<file path="config.mk">
export PLATFORM = sky130hd
export DESIGN_NAME = ecdm_ctrl
export DESIGN_NICKNAME = d
export VERILOG_FILES = /design/src/rtl/ecdm_ctrl.v /design/src/rtl/ecdm_serial_boot.v
export VERILOG_INCLUDE_DIRS = /design/src /design/src/rtl
export SDC_FILE = /design/constraint.sdc
export NUM_CORES = 1
export LEC_CHECK = 0
export BUFFER_PORTS_ARGS = -buffer_cell sky130_fd_sc_hd__buf_2
export CORE_MARGIN = 1
export CORE_UTILIZATION = 45
export DETAILED_ROUTE_END_ITERATION = 10
export PLACE_DENSITY = 0.75
export SLEW_MARGIN = 5
export SYNTH_ARGS = -nofsm -noshare
export SYNTH_HDL_FRONTEND = slang
export SYNTH_SLANG_ARGS = --single-unit
</file>
<file path="constraint.sdc">
create_clock -name clk -period 1.65 [get_ports clk]
set_input_delay 0.33 -clock clk [delete_from_list [all_inputs] [get_ports clk]]
set_output_delay 0.33 -clock clk [all_outputs]
set_load 0.02 [all_outputs]
</file>
<file path="src/rtl/ecdm_defs.vh">
// Shared constants for the external code and data memory controller
`ifndef ECDM_DEFS_VH
`define ECDM_DEFS_VH

`define ECDM_ADDR_W          22
`define ECDM_USB_ADDR_W      20
`define ECDM_CODE_ADDR_W     17
`define ECDM_SECT_W          3
`define ECDM_SECT_LSB        14
`define ECDM_SECT_MSB        16
`define ECDM_SECTIONS        8
`define ECDM_SYS_HZ          200000000
`define ECDM_SER_HZ          400000
`define ECDM_SLOW_DIV        8'h04
`define ECDM_ONE8            8'h01
`define ECDM_ZERO8           8'h00
`define ECDM_WIDTH8          1'b0
`define ECDM_WIDTH16         1'b1
`define ECDM_TYPE_X8         1'b0
`define ECDM_TYPE_X16        1'b1

`endif

</file>
<file path="src/rtl/ecdm_ctrl.v">
// External code and data memory controller: strobes, overlay, boot clocking
//
// Summary of operation
// RULE1 - Separate chip selects for code space and data space.
// RULE2 - Address space at most 4MB, 1MB when USB is the host interface.
// RULE3 - Code space outside internal ROM is reachable as data through overlay.
// RULE4 - Data RAM maps code in 16KB sections from the top of memory downward.
// RULE5 - Slow instruction clock after reset until execution moves to RAM.
// RULE6 - No memory speed sensing; slow timing only from post-reset slow clock.
// RULE7 - Memory type selected by sampling the strap pin at reset.
// RULE8 - 8-bit space: byte pin is address LSB, low strobe writes, output enable reads.
// RULE9 - 16-bit from two x8: byte pin high write enable, low strobe low write enable.
// RULE10 - 16-bit from one x16: byte pin upper enable, lower byte enable pin lower.
// RULE11 - Pin roles switch per access by space; widths independent per space.
// RULE12 - Each space is built from one memory type, x8 or x16.
// RULE13 - Data SRAM should be 16 bits wide for full rate operation.
// RULE14 - System provides at least 128KB of external SRAM.
// RULE15 - Without a code image, host loads firmware first; device waits.
// RULE16 - After reset boot ROM copies card data from serial memory to RAM.
// RULE17 - Serial boot memory port clock runs at 400kHz.
// RULE18 - Memory strobes active low; at most one chip select per cycle.
`timescale 1ns/1ps
`default_nettype none
`include "ecdm_defs.vh"

module ecdm_ctrl #(
  parameter integer ADDR_W = `ECDM_ADDR_W,
  parameter integer SYS_HZ = `ECDM_SYS_HZ,
  parameter integer SER_HZ = `ECDM_SER_HZ
) (
  // Clock and reset
  input  wire              clk,
  input  wire              rst_n,
  // Straps and system inputs (asynchronous pins)
  input  wire              config_strap_pin,
  input  wire              usb_host_sel,
  // Firmware configuration
  input  wire              code_width16,
  input  wire              data_width16,
  input  wire              code_type_x16,
  input  wire [7:0]        overlay_sect_en,
  input  wire              exec_in_ram,
  input  wire              serial_boot_en,
  input  wire              serial_boot_done,
  input  wire              host_load_done,
  input  wire              nv_image_present,
  // Processor access request
  input  wire              acc_req,
  input  wire              acc_write,
  input  wire              acc_data_space,
  input  wire              acc_byte,
  input  wire [ADDR_W-1:0] acc_addr,
  input  wire [15:0]       acc_wdata,
  input  wire              acc_rom_hit,
  output wire              acc_ready,
  output reg  [15:0]       acc_rdata,
  // Memory pins
  output reg               code_cs_n,
  output reg               data_cs_n,
  output reg  [ADDR_W-2:0] mem_addr,
  output reg               byte_pin_multi,
  output reg               low_write_strobe,
  output reg               mem_output_enable,
  output reg               lower_byte_enable,
  output reg  [15:0]       mem_dout,
  output reg               mem_dout_en,
  input  wire [15:0]       mem_din,
  // Clocking and boot status
  output reg               instr_clk_en,
  output wire              slow_clock_active,
  output reg               run_enable,
  output wire              ser_clk,
  output wire              ser_tick,
  output reg               data_type_x16
);

  localparam [3:0] ST_IDLE = 4'b0001;
  localparam [3:0] ST_ADDR = 4'b0010;
  localparam [3:0] ST_STRB = 4'b0100;
  localparam [3:0] ST_DONE = 4'b1000;

  reg [3:0]        state_reg;
  reg [1:0]        strap_sync_reg;
  reg [1:0]        usb_sync_reg;
  reg              strap_taken_reg;
  reg [1:0]        strap_wait_reg;
  reg              slow_reg;
  reg [7:0]        div_reg;
  reg              sel_data_reg;
  reg              w16_reg;
  reg              x16_reg;
  reg [ADDR_W-1:0] phys_addr;
  reg [ADDR_W-1:0] lim_addr;
  reg              is_data;
  reg              w16;
  reg              x16;
  wire             usb_mode = usb_sync_reg[1];
  wire [`ECDM_SECT_W-1:0] sect = acc_addr[`ECDM_SECT_MSB:`ECDM_SECT_LSB];

  // Overlay sections are counted from the top of physical memory downward
  function [ADDR_W-1:0] overlay_addr;
    input [ADDR_W-1:0]       a;
    input                    usb;
    reg   [ADDR_W-1:0]       top;
    begin
      top = usb ? ({ADDR_W{1'b0}} | {`ECDM_USB_ADDR_W{1'b1}}) : {ADDR_W{1'b1}};
      overlay_addr = top - ({ADDR_W{1'b0}} | {`ECDM_CODE_ADDR_W{1'b1}})
                     + ({ADDR_W{1'b0}} | a[`ECDM_CODE_ADDR_W-1:0]); // RULE4
    end
  endfunction

  assign slow_clock_active = slow_reg;
  assign acc_ready = (state_reg == ST_DONE);

  // Two-flop synchronisers for pins
  always @(posedge clk or negedge rst_n) begin
    if (!rst_n) begin
      strap_sync_reg <= 2'b00;
      usb_sync_reg   <= 2'b00;
    end else begin
      strap_sync_reg <= {strap_sync_reg[0], config_strap_pin};
      usb_sync_reg   <= {usb_sync_reg[0], usb_host_sel};
    end
  end

  // Strap caught once after release, held until next reset
  always @(posedge clk or negedge rst_n) begin
    if (!rst_n) begin
      strap_wait_reg  <= 2'b00;
      strap_taken_reg <= 1'b0;
      data_type_x16   <= `ECDM_TYPE_X8;
    end else begin
      strap_wait_reg <= {strap_wait_reg[0], 1'b1};
      // Wait until the synchroniser holds a real pin sample, not its reset value
      if (strap_wait_reg[1] && !strap_taken_reg) begin
        strap_taken_reg <= 1'b1;
        data_type_x16   <= strap_sync_reg[1]; // RULE7
      end
    end
  end

  // Slow clock from reset until firmware runs from RAM; no speed sensing
  always @(posedge clk or negedge rst_n) begin
    if (!rst_n) begin
      slow_reg     <= 1'b1;
      div_reg      <= `ECDM_ZERO8;
      instr_clk_en <= 1'b0;
    end else begin
      if (exec_in_ram)
        slow_reg <= 1'b0; // RULE5
      if (!slow_reg || div_reg == `ECDM_SLOW_DIV - `ECDM_ONE8) begin
        div_reg      <= `ECDM_ZERO8;
        instr_clk_en <= 1'b1; // RULE6
      end else begin
        div_reg      <= div_reg + `ECDM_ONE8;
        instr_clk_en <= 1'b0;
      end
    end
  end

  // Hold processor until serial boot is complete and a code image is present or host download is done
  always @(posedge clk or negedge rst_n) begin
    if (!rst_n)
      run_enable <= 1'b0;
    else if (serial_boot_done && (nv_image_present || host_load_done))
      run_enable <= 1'b1; // RULE15 RULE16
  end

  // Space decode and overlay remap
  always @* begin
    is_data   = acc_data_space;
    phys_addr = acc_addr;
    if (!acc_data_space && overlay_sect_en[sect] && !acc_rom_hit) begin
      is_data   = 1'b1; // RULE3
      phys_addr = overlay_addr(acc_addr, usb_mode);
    end
    lim_addr = usb_mode ? (phys_addr & ({ADDR_W{1'b0}} | {`ECDM_USB_ADDR_W{1'b1}})) : phys_addr; // RULE2
    w16 = is_data ? data_width16 : code_width16; // RULE11
    x16 = is_data ? data_type_x16 : code_type_x16;
  end

  // Access sequencer: address, strobe, data return
  always @(posedge clk or negedge rst_n) begin
    if (!rst_n) begin
      state_reg         <= ST_IDLE;
      code_cs_n         <= 1'b1;
      data_cs_n         <= 1'b1;
      mem_addr          <= {(ADDR_W-1){1'b0}};
      byte_pin_multi    <= 1'b1;
      low_write_strobe  <= 1'b1;
      mem_output_enable <= 1'b1;
      lower_byte_enable <= 1'b1;
      mem_dout          <= 16'h0000;
      mem_dout_en       <= 1'b0;
      acc_rdata         <= 16'h0000;
      sel_data_reg      <= 1'b0;
      w16_reg           <= 1'b0;
      x16_reg           <= 1'b0;
    end else begin
      case (state_reg)
        ST_IDLE: begin
          if (acc_req && run_enable && instr_clk_en) begin
            sel_data_reg <= is_data;
            w16_reg      <= w16;
            x16_reg      <= x16;
            code_cs_n    <= is_data;  // RULE1 RULE18
            data_cs_n    <= ~is_data; // RULE1 RULE18
            // In 8-bit spaces the byte pin carries bit 0, so the pins always see bits above it
            mem_addr     <= lim_addr[ADDR_W-1:1]; // RULE8 RULE11
            mem_dout     <= (w16 && acc_byte && lim_addr[0]) ? {acc_wdata[7:0], acc_wdata[7:0]} : acc_wdata;
            mem_dout_en  <= acc_write;
            if (!w16) begin
              byte_pin_multi    <= lim_addr[0]; // RULE8
              lower_byte_enable <= 1'b1;
            end else if (!x16) begin
              byte_pin_multi    <= 1'b1; // RULE9
              lower_byte_enable <= 1'b1;
            end else begin
              byte_pin_multi    <= acc_byte && !lim_addr[0]; // RULE10
              lower_byte_enable <= acc_byte && lim_addr[0];  // RULE10
            end
            state_reg <= ST_ADDR;
          end
        end
        ST_ADDR: begin
          if (mem_dout_en) begin
            if (w16_reg && !x16_reg) begin
              byte_pin_multi   <= acc_byte && !acc_addr[0]; // RULE9
              low_write_strobe <= acc_byte && acc_addr[0];  // RULE9
            end else begin
              low_write_strobe <= 1'b0; // RULE8 RULE10
            end
          end else begin
            mem_output_enable <= 1'b0; // RULE8 RULE9 RULE10
          end
          state_reg <= ST_STRB;
        end
        ST_STRB: begin
          acc_rdata         <= (!w16_reg) ? {8'h00, mem_din[7:0]} : mem_din;
          low_write_strobe  <= 1'b1;
          mem_output_enable <= 1'b1;
          if (w16_reg && !x16_reg)
            byte_pin_multi <= 1'b1;
          state_reg <= ST_DONE;
        end
        ST_DONE: begin
          code_cs_n         <= 1'b1;
          data_cs_n         <= 1'b1;
          byte_pin_multi    <= 1'b1;
          lower_byte_enable <= 1'b1;
          mem_dout_en       <= 1'b0;
          state_reg         <= ST_IDLE;
        end
        default: state_reg <= ST_IDLE;
      endcase
    end
  end

  ecdm_serial_boot #(
    .SYS_HZ (SYS_HZ),
    .SER_HZ (SER_HZ)
  ) u_serial_boot (
    .clk      (clk),
    .rst_n    (rst_n),
    .enable   (serial_boot_en && !serial_boot_done),
    .ser_clk  (ser_clk),
    .ser_tick (ser_tick)
  );

endmodule
`default_nettype wire

</file>
<file path="src/rtl/ecdm_serial_boot.v">
// Serial boot memory clock generator and boot sequencing pulse
`timescale 1ns/1ps
`default_nettype none
`include "ecdm_defs.vh"

module ecdm_serial_boot #(
  parameter integer SYS_HZ = `ECDM_SYS_HZ,
  parameter integer SER_HZ = `ECDM_SER_HZ
) (
  // Clock and reset
  input  wire clk,
  input  wire rst_n,
  // Control
  input  wire enable,
  // Serial port clock
  output reg  ser_clk,
  output wire ser_tick
);

  localparam integer HALF_CYC = SYS_HZ / (2 * SER_HZ);
  localparam integer CNT_W    = 16;

  reg [CNT_W-1:0] cnt_reg;

  assign ser_tick = enable && (cnt_reg == HALF_CYC[CNT_W-1:0] - 16'h0001) && ser_clk;

  // Divider gives 400 kHz; phase held low while idle
  always @(posedge clk or negedge rst_n) begin
    if (!rst_n) begin
      cnt_reg <= 16'h0000;
      ser_clk <= 1'b0;
    end else if (!enable) begin
      cnt_reg <= 16'h0000;
      ser_clk <= 1'b0;
    end else if (cnt_reg == HALF_CYC[CNT_W-1:0] - 16'h0001) begin
      cnt_reg <= 16'h0000;
      ser_clk <= ~ser_clk; // RULE17
    end else begin
      cnt_reg <= cnt_reg + 16'h0001;
    end
  end

endmodule
`default_nettype wire
</file>
Yosys cells after proc, flatten, opt, wreduce, memory -nomap -nowiden
Cells that the tools add are included.
{ "word_totals": {"mem_bits_rw": 0, "latchBits": 0, "romBits": 0, "reg_bits": 102, "wordCells": 117, "inputBits": 79, "mem_count": 0} }
{ "classes": {"bitwise": 2, "order_cmp": 1, "muxes": 40, "n_mul": 0, "n_eq_ne": 12, "n_shift": 0, "reduce_logical": 34, "div_mod_pow": 0, "n_addsub": 4} }
{ "ops": {"columns": ["cell", "n"], "rows": [
  ["two-way mux 22 bit", 3],
  ["two-way mux 16 bit", 4],
  ["adder 22 x 17 -> 22 bit", 1],
  ["two-way mux 1 bit", 22],
  ["subtractor 22 x 17 -> 22 bit, second input constant", 1],
  ["adder 16 x 1 -> 16 bit, second input constant", 1],
  ["equality test 16 x 8 -> 1 bit, second input constant", 1],
  ["logical AND 1 bit", 16],
  ["inequality test 2 bit, second input constant", 6],
  ["case mux 1 bit (2 select lines)", 6],
  ["case mux 4 bit (3 select lines)", 1],
  ["adder 8 x 1 -> 8 bit, second input constant", 1],
  ["equality test 8 x 2 -> 1 bit, second input constant", 1],
  ["zero test 1 bit", 8],
  ["two-way mux 8 bit", 1],
  ["AND reduction 2 bit", 4],
  ["AND reduction 5 bit", 1],
  ["equality test 4 x 1 -> 1 bit, second input constant", 1],
  ["equality test 4 x 2 -> 1 bit, second input constant", 1],
  ["equality test 4 x 3 -> 1 bit, second input constant", 1],
  ["equality test 4 bit, second input constant", 1],
  ["< comparator 3 x 4 -> 1 bit, second input constant", 1],
  ["two-way mux 4 bit", 1],
  ["case mux 1 bit (4 select lines)", 1],
  ["5 further kinds", 8]
]} }

Depth between registers and ports, before layout
Gate-level depths: netlist of the first run.
{ "logic_depth": {"depth_word": 12, "mapped_depth": 7} }

Modules after synthesis
A second synthesis of the first run with hierarchy kept.
{ "hier_totals": {"cells_unflattened": 445, "area_unflattened_um2": 4520.6} }
{ "modules_own_cells": {"columns": ["module", "area_per_inst_um2", "n_inst", "cells_each", "seq_area_each_um2"], "rows": [
  ["ecdm_ctrl", 3614.7, 1, 360, 2137.0],
  ["ecdm_serial_boot", 905.9, 1, 85, 425.4]
]} }

Worst setup path after synthesis of the first run
Ideal clock, no wire load.
{ "synth_path": {"path_kind": "reg2reg", "from": "reg state_reg[1]", "to": "reg byte_pin_multi", "t_required_ns": 1.573, "slack_ns": -0.629, "t_arrival_ns": 2.201, "path_stages_with_launch": 6, "path_buffers": 0, "path_cell_list": "dfrtp_1 -> nor4b_1 -> or3_1 -> o211ai_1 -> o32a_1 -> o21a_1"} }
{ "synth_between": {"elab_chain_cells": 3, "elab_cells_between_ends": 11, "classes_between": "eq/ne (8); mux (1); reduce/logical (2)"} }
{ "synth_rtl": {"columns": ["item", "line_no", "rtl"], "rows": [
  ["start: declaration", "ecdm_ctrl.v:82", "reg [3:0] state_reg;"],
  ["start signal: assignment", "ecdm_ctrl.v:185", "state_reg <= ST_IDLE;"],
  ["start signal: assignment", "ecdm_ctrl.v:222", "state_reg <= ST_ADDR;"],
  ["start signal: assignment", "ecdm_ctrl.v:236", "state_reg <= ST_STRB;"],
  ["equality test 4 bit (*)", null, null],
  ["named net acc_ready", "ecdm_ctrl.v:55", "output wire acc_ready,"],
  ["nonzero test 4 bit (no line)", null, null],
  ["AND reduction 5 bit (no line)", null, null],
  ["end signal: assignment", "ecdm_ctrl.v:213", "byte_pin_multi <= lim_addr[0];"],
  ["end signal: assignment", "ecdm_ctrl.v:219", "byte_pin_multi <= acc_byte && !lim_addr[0];"],
  ["end signal: assignment", "ecdm_ctrl.v:228", "byte_pin_multi <= acc_byte && !acc_addr[0];"],
  ["end: declaration", "ecdm_ctrl.v:61", "output reg byte_pin_multi,"]
]} }
The timed path passes the listed nets; every way through them passes the cells marked *.
A chain may end at the register's enable or synchronous reset.

Final worst setup path of the first run
{ "layout_path": {"from": "reg u_serial_boot.cnt_reg[1]", "to": "out ser_tick"} }
{ "layout_between": {"elab_chain_cells": 3} }
{ "layout_rtl": {"columns": ["item", "line_no", "rtl"], "rows": [
  ["start: declaration", "ecdm_serial_boot.v:23", "reg [CNT_W-1:0] cnt_reg;"],
  ["start signal: assignment", "ecdm_serial_boot.v:39", "cnt_reg <= cnt_reg + 16'h0001;"],
  ["equality test 16 x 8 -> 1 bit", "ecdm_serial_boot.v:25", "assign ser_tick = enable && (cnt_reg == HALF_CYC[CNT_W-1:0] - 16'h0001) && ser_clk;"],
  ["logical AND 1 bit (2 in a row)", "ecdm_serial_boot.v:25", null],
  ["end: declaration", "ecdm_ctrl.v:73", "output wire ser_tick,"]
]} }
Every way passes these cells.

==> results of run 1 <==
==> power breakdown <==
| group | internal [mW] | switching [mW] | total, mW |
|---|---|---|---|
| logic | 1.31 | 2.27 | 3.58 |
| clock network | 0.713 | 0.849 | 1.56 |
| registers | 3.33 | 0.396 | 3.73 |
| total | 5.36 | 3.51 | 8.87 |
==> per-layer routing <==
layer / vias up / track usage [%]
met5: - / 0
met4: 0 / 9.92
met3: 22 / 3.90
met2: 109 / 34.4
met1: 1806 / 26.3
li1: 1828 / -
==> layout by cell type (no fill, tap or decap), types with 3 or more instances in the layout <==
cell type,n
buf_12,4
buf_4,36
dfrtp_1,94
clkbuf_8,9
nand3_1,19
nor2_1,23
dfstp_2,8
nor2_4,12
inv_1,7
xnor2_1,12
nor2_2,3
nand2_1,146
buf_2,141
buf_6,7
o211ai_1,9
o21ai_0,16
nand4_1,4
mux2i_1,4
and3_1,4
xor2_1,10
nor2b_1,4
nor3_1,4
nand2b_1,6
==> kinds of logic (layout without fill, tap and decap cells) <==
kind of cell	after synthesis	after routing	synth area share (%)
AND/OR/NAND/NOR	245	245	24.7
XOR/XNOR	22	22	4.43
flip-flops	102	102	58.9
multiplexers	7	7	2.13
buffers and inverters	23	216	2.24
AO/OA/AOI/OAI	39	39	6.62
adder cells (fa/ha/maj)	3	3	0.863
other	1	1	0.0862
==> area by class of cell <==
type,count,area (sq um),share of cell area (%)
Multi-Input combinational cell,317,1870,31.2
Clock buffer,11,131,2.19
Timing Repair inverter,1,5.00,0.0835
Timing Repair Buffer,190,1170,19.5
Clock inverter,5,60.1,1.00
Sequential cell,102,2560,42.7
Inverter,9,37.5,0.626
Tap cell,129,161,2.69
==> worst max-delay path, stage by stage (launching register included) <==
cell and delay (ns):
dfrtp_1 0.38, inv_1 0.06, ha_2 0.17, nor4b_4 0.20
nand4_1 0.13, nor2_1 0.11, buf_4 0.15
==> stage by stage <==
step                util, %  hold WS (ns)  area [sq um]  setup slack [ns]  power (mW)
floorplan                 -        0.0344          4350            -0.331        5.81
global placement       58.7         0.324          5450            -0.466        7.07
detailed placement     58.7         0.325          5450            -0.498        7.20
CTS                    62.3        0.0680          5780            -0.251        8.85
global route           64.6        0.0696          6000            -0.334        9.45
finish                 64.6        0.0797          6000            -0.236        8.87
==> how the worst max path moves through the flow <==
stage                                                   from                    endpoint  cells past startpoint
after CTS                 u_serial_boot.cnt_reg[1]$_DFF_PN0_                    ser_tick                      6
final                     u_serial_boot.cnt_reg[1]$_DFF_PN0_                    ser_tick                      6
after floorplan                                 acc_addr[15]  byte_pin_multi$_DFFE_PN1P_                      6
after global placement                          acc_addr[15]  byte_pin_multi$_DFFE_PN1P_                      7
after detailed placement                        acc_addr[15]    mem_dout[11]$_DFFE_PN0P_                      7
after global routing      u_serial_boot.cnt_reg[5]$_DFF_PN0_                    ser_tick                      5
==> repair_timing <==
item / in CTS / in global routing
pin swaps: 8 / 13
setup endpoints to repair: 18 / 43
gates resized for setup: 17 / 38
gates cloned: 0 / 2
endpoints found under the hold margin: 26 / 0
setup buffers: 8 / 5
hold buffers: 1 / 0
==> impl_metrics.tcl, run 1 <==
set metrics [dict create \
    fp.dieW_um 100 \
    wl_per_cell_um 13.9 \
    crit_arrival_ns 1.56 \
    synth.most_common_cell "nand2_1" \
    whs_endpoint "slow_clock_active$_DFFE_PN1P_" \
    coreArea_sq_um 9280 \
    fin_tns_setup_ns -0.551 \
    cts.sinks 102 \
    area_growth_syn_to_layout_pct 37.9 \
    dp_hpwl_um 7480 \
    dp_cells 733 \
    hold_viol 0 \
    synth-edff-count 0 \
    grt_pass1_vias 3668 \
    synth_cell_types 50 \
    syn_inst 442 \
    r2r_end "byte_pin_multi$_DFFE_PN1P_" \
    reg2regPathDepth 7 \
    avgSynthCellArea_sq_um 9.84 \
    synth_seq_cells 102 \
    cts.path.max_buffers 2 \
    syn_area_sq_um 4350 \
    htreeDepth 3 \
    yosys_warnings 0 \
    die_h_um 100 \
    grt_pass1_wl_um 16600 \
    drt-met1-wl_um 4420 \
    synth_common_cells "147 x nand2_1, 94 x dfrtp_1, 38 x nor2_1, 19 x nand3_1, 16 x o21ai_0" \
    grt_overflow_total 0 \
    top_register "mem_addr" \
    synth_top_area_share_pct 54.1 \
    power_density_nw_per_um2 1480 \
    n_antenna_cell 0 \
    cp_max_fo 2 \
    finClkSkew_ns 0.0204 \
    hold_depth 2 \
    drc 0 \
    start_kind "flip-flop" \
    critical_path.reg2reg.startpoint "state_reg[2]$_DFFE_PN0P_" \
    gp_congestion 0.815 \
    cts_tree "done" \
    n_fill_cell 765 \
    required_ns 1.32 \
    p_leak_nw 2.95 \
    async_flop_share_pct 100 \
    hold_path_class "in -> reg" \
    grt_start_max_net_pins 45 \
    nNetsFinal 712 \
    synth_top_area_cell "dfrtp_1" \
    setup_slack_ns -0.236 \
    cts_root_buffer "clkbuf_8" \
    drv_cap 0 \
    end_kind "primary output" \
    worstHoldStart "exec_in_ram" \
    outcome "finished, violations left" \
    drive_gt1_share_pct 39.4 \
    synthTopCellsByArea "dfrtp_1 54%, nand2_1 13%, dfstp_2 4.8%" \
    rsz0062_at_grt "yes" \
    grtUsageTotal_pct 20.8 \
    r2r_slack_ns -0.15 \
    fin_cells 764 \
    setup_viol 4 \
    firstDrtPassIters 4 \
    cts_buffers 9 \
    wl_um 10600 \
    tightest_slew_ns 0.501 \
    antenna_found_initial 0 \
    wl_met2_um 5420 \
    relSlewSlack_pct 66.6 \
    synthesis.nets 524 \
    met3_wirelength_um 471 \
    viasPerCell 4.93 \
    vdd_drop_max_v 0.000511 \
    period_needed_ns 1.89 \
    num_rows 35 \
    dieArea_sq_um 10100 \
    largest_reg_flops 21 \
    insertion_delay_ns 0.36 \
    worst-setup-path-type "reg -> out" \
    maxSlewViolCount 0 \
    violations "setup timing" \
    start_util_pct 46.8 \
    portBuffers 145 \
    pin_count 146 \
    min_period_over_period_pct 114 \
    synth_flop_cell "dfrtp_1" \
    clock.fmax_mhz 530 \
    dr_total_vias 3765 \
    ant_nets 0 \
    clk_pin_slew_ns 0.09 \
    initialDrtViolationCount 132 \
    top_layer_used "met4" \
    yosysSeqAreaShare_pct 58.9 \
]
(Power assumes the default switching activity.)
==> run 2, diff against run 1 <==
Settings changed: RECOVER_POWER set to 100.
==> run 2 against run 1 <==
Compared with the run above: the flow still finishes with violations (setup timing); cell count did not move; power down 2.5%; worst hold slack lost 0.0012 ns; wire length up 0.73%; maximum frequency is 0.30% lower; largest power group unchanged.
==> impl_metrics.tcl, run 2 (synthesized netlist as in run 1, its figures left out) <==
set metrics [dict create \
    drv_cap 0 \
    area_growth_syn_to_layout_pct 34.8 \
    p_comb_share_pct 38.6 \
    fin_cells 764 \
    p_sw_share_pct 40.9 \
    finClkSkew_ns 0.0199 \
    firstDrtPassIters 4 \
    start_kind "flip-flop" \
    viasPerCell 4.94 \
    cts_tree "done" \
    power_frac_seq_pct 43.3 \
    hold_path_class "in -> reg" \
    hold_depth 1 \
    fin_tns_setup_ns -0.810 \
    internal-power_mw 5.11 \
    rsz0062_at_grt "yes" \
    worstHoldStart "usb_host_sel" \
    portBuffers 145 \
    dp_cells 733 \
    die_h_um 100 \
    ant_nets 0 \
    cp_max_fo 2 \
    maxSlewViolCount 0 \
    drc 0 \
    path_depth 6 \
    outcome "finished, violations left" \
    grt_pass1_wl_um 16600 \
    p_switching_mw 3.54 \
    r2r_end "byte_pin_multi$_DFFE_PN1P_" \
    clkPwrFrac_pct 18.1 \
    required_ns 1.32 \
    crit_buf_inv 2 \
    grtUsageTotal_pct 20.8 \
    r2r_slack_ns -0.20 \
    grt_start_max_net_pins 45 \
    dr_total_vias 3774 \
    cts_root_buffer "clkbuf_8" \
    clock.fmax_mhz 529 \
    p_leak_nw 2.74 \
    antenna_found_initial 0 \
    path_cells "inv_1 > ha_2 > nor4b_4 > nand4_1 > nor2_1 > buf_4" \
    crit_arrival_ns 1.56 \
    dp_hpwl_um 7480 \
    coreArea_sq_um 9280 \
    fp.dieW_um 100 \
    num_rows 35 \
    max_stage_delay_ns 0.38 \
    setup_viol 14 \
    tightest_slew_ns 0.929 \
    layout_common_cells "146 x nand2_1, 94 x dfrtp_1, 76 x buf_2" \
    dieArea_sq_um 10100 \
    final_common_cell "nand2_1" \
    cts_buffers 9 \
    clk_pin_slew_ns 0.09 \
    drive_gt1_share_pct 28.2 \
    reg2regPathDepth 7 \
    top_register "mem_addr" \
    gp_congestion 0.815 \
    wl_um 10700 \
    period_needed_ns 1.89 \
    pin_count 146 \
    insertion_delay_ns 0.36 \
    end_kind "primary output" \
    whs_endpoint "usb_sync_reg[0]$_DFF_PN0_" \
    min_period_over_period_pct 115 \
    worst-setup-path-type "reg -> out" \
    fin_area_sq_um 5860 \
    setup_slack_ns -0.241 \
    grt_pass1_vias 3668 \
    relSlewSlack_pct 38.1 \
    critical_path.reg2reg.startpoint "state_reg[2]$_DFFE_PN0P_" \
    placed_area_sq_um 5450 \
    vdd_drop_max_v 0.000490 \
    largest_reg_flops 21 \
    cts.sinks 102 \
    start_util_pct 46.8 \
    wl_per_cell_um 14.0 \
    power_density_nw_per_um2 1480 \
    violations "setup timing" \
    cts.path.max_buffers 2 \
    initialDrtViolationCount 137 \
    nNetsFinal 712 \
    n_antenna_cell 0 \
    cp_top_family "simple AND/OR/NAND/NOR gates" \
    hold_viol 0 \
    htreeDepth 3 \
    crit_slowest_cell "dfrtp_1" \
    grt_overflow_total 0 \
]
==> run 2: changes by cell type in the layout (fill, tap and decap cells not counted), moves of 2 or more <==
cell | before | now
buf_2 | 141 | 76
dfstp_1 | 0 | 2
buf_12 | 4 | 1
clkbuf_4 | 0 | 2
clkbuf_1 | 2 | 69
dfstp_2 | 8 | 6
buf_4 | 36 | 33
==> run 2: worst max-delay path by stage <==
stage	from	end	slack, ns
after floorplan	acc_addr[15]	byte_pin_multi$_DFFE_PN1P_	-0.33
after global placement	acc_addr[15]	byte_pin_multi$_DFFE_PN1P_	-0.47
after detailed placement	acc_addr[15]	mem_dout[11]$_DFFE_PN0P_	-0.50
after CTS	u_serial_boot.cnt_reg[1]$_DFF_PN0_	ser_tick	-0.25
after global routing	u_serial_boot.cnt_reg[5]$_DFF_PN0_	ser_tick	-0.33
final	u_serial_boot.cnt_reg[1]$_DFF_PN0_	ser_tick	-0.24
==> run 2: metrics by stage <==
stage / total power, mW / hold slack (ns) / setup WS [ns] / utilization [%]
final: 8.65 / 0.0785 / -0.241 / 63.2
after global routing: 9.22 / 0.0696 / -0.334 / 63.2
after CTS: 8.85 / 0.0680 / -0.251 / 62.3
after detailed placement: 7.20 / 0.325 / -0.498 / 58.7
after global placement: 7.07 / 0.324 / -0.466 / 58.7
after floorplan: 5.81 / 0.0344 / -0.331 / -
==> run 2: what timing repair did <==
| action | in CTS | in global routing |
|---|---|---|
| endpoints found under the hold margin | 26 | 0 |
| resized for setup | 17 | 38 |
| hold buffers | 1 | 0 |
| pin swaps | 8 | 13 |
| buffers inserted | 8 | 5 |
| setup endpoints to repair | 18 | 43 |
| gates cloned | 0 | 2 |
==> run 2: power by group through the flow <==
| stage | Clock (mW) | Sequential (mW) | Combinational [mW] |
|---|---|---|---|
| after global routing | 1.71 | 3.84 | 3.67 |
| final | 1.57 | 3.75 | 3.34 |
| after detailed placement | 0 | 3.77 | 3.43 |
| after CTS | 1.60 | 3.72 | 3.53 |
| after global placement | 0 | 3.74 | 3.34 |
| after floorplan | 0 | 4.68 | 1.13 |
==> run 2: final cells by class <==
class | instances | area (sq um)
Inverter | 9 | 37.5
Timing Repair Buffer | 190 | 1040
Clock inverter | 5 | 60.1
Tap cell | 129 | 161
Sequential cell | 102 | 2560
Clock buffer | 11 | 131
Multi-Input combinational cell | 317 | 1860
Timing Repair inverter | 1 | 5.00
Fill cell | 818 | 3420
==> run 2: per-layer routing <==
layer / GRT usage, % / wire length (um) / vias up
met5: 0 / 0 / -
met4: 9.92 / 326 / 0
met3: 3.90 / 468 / 27
met2: 34.4 / 5370 / 117
met1: 26.3 / 4500 / 1808
li1: - / - / 1822
==> run 2: worst register-to-register path: stages, from the launching register on <==
cell	delay, ns
dfrtp_1	0.42
buf_6	0.14
nand2b_1	0.15
nor3_1	0.42
inv_1	0.13
o211ai_1	0.25
o32a_1	0.17
o21a_1	0.12
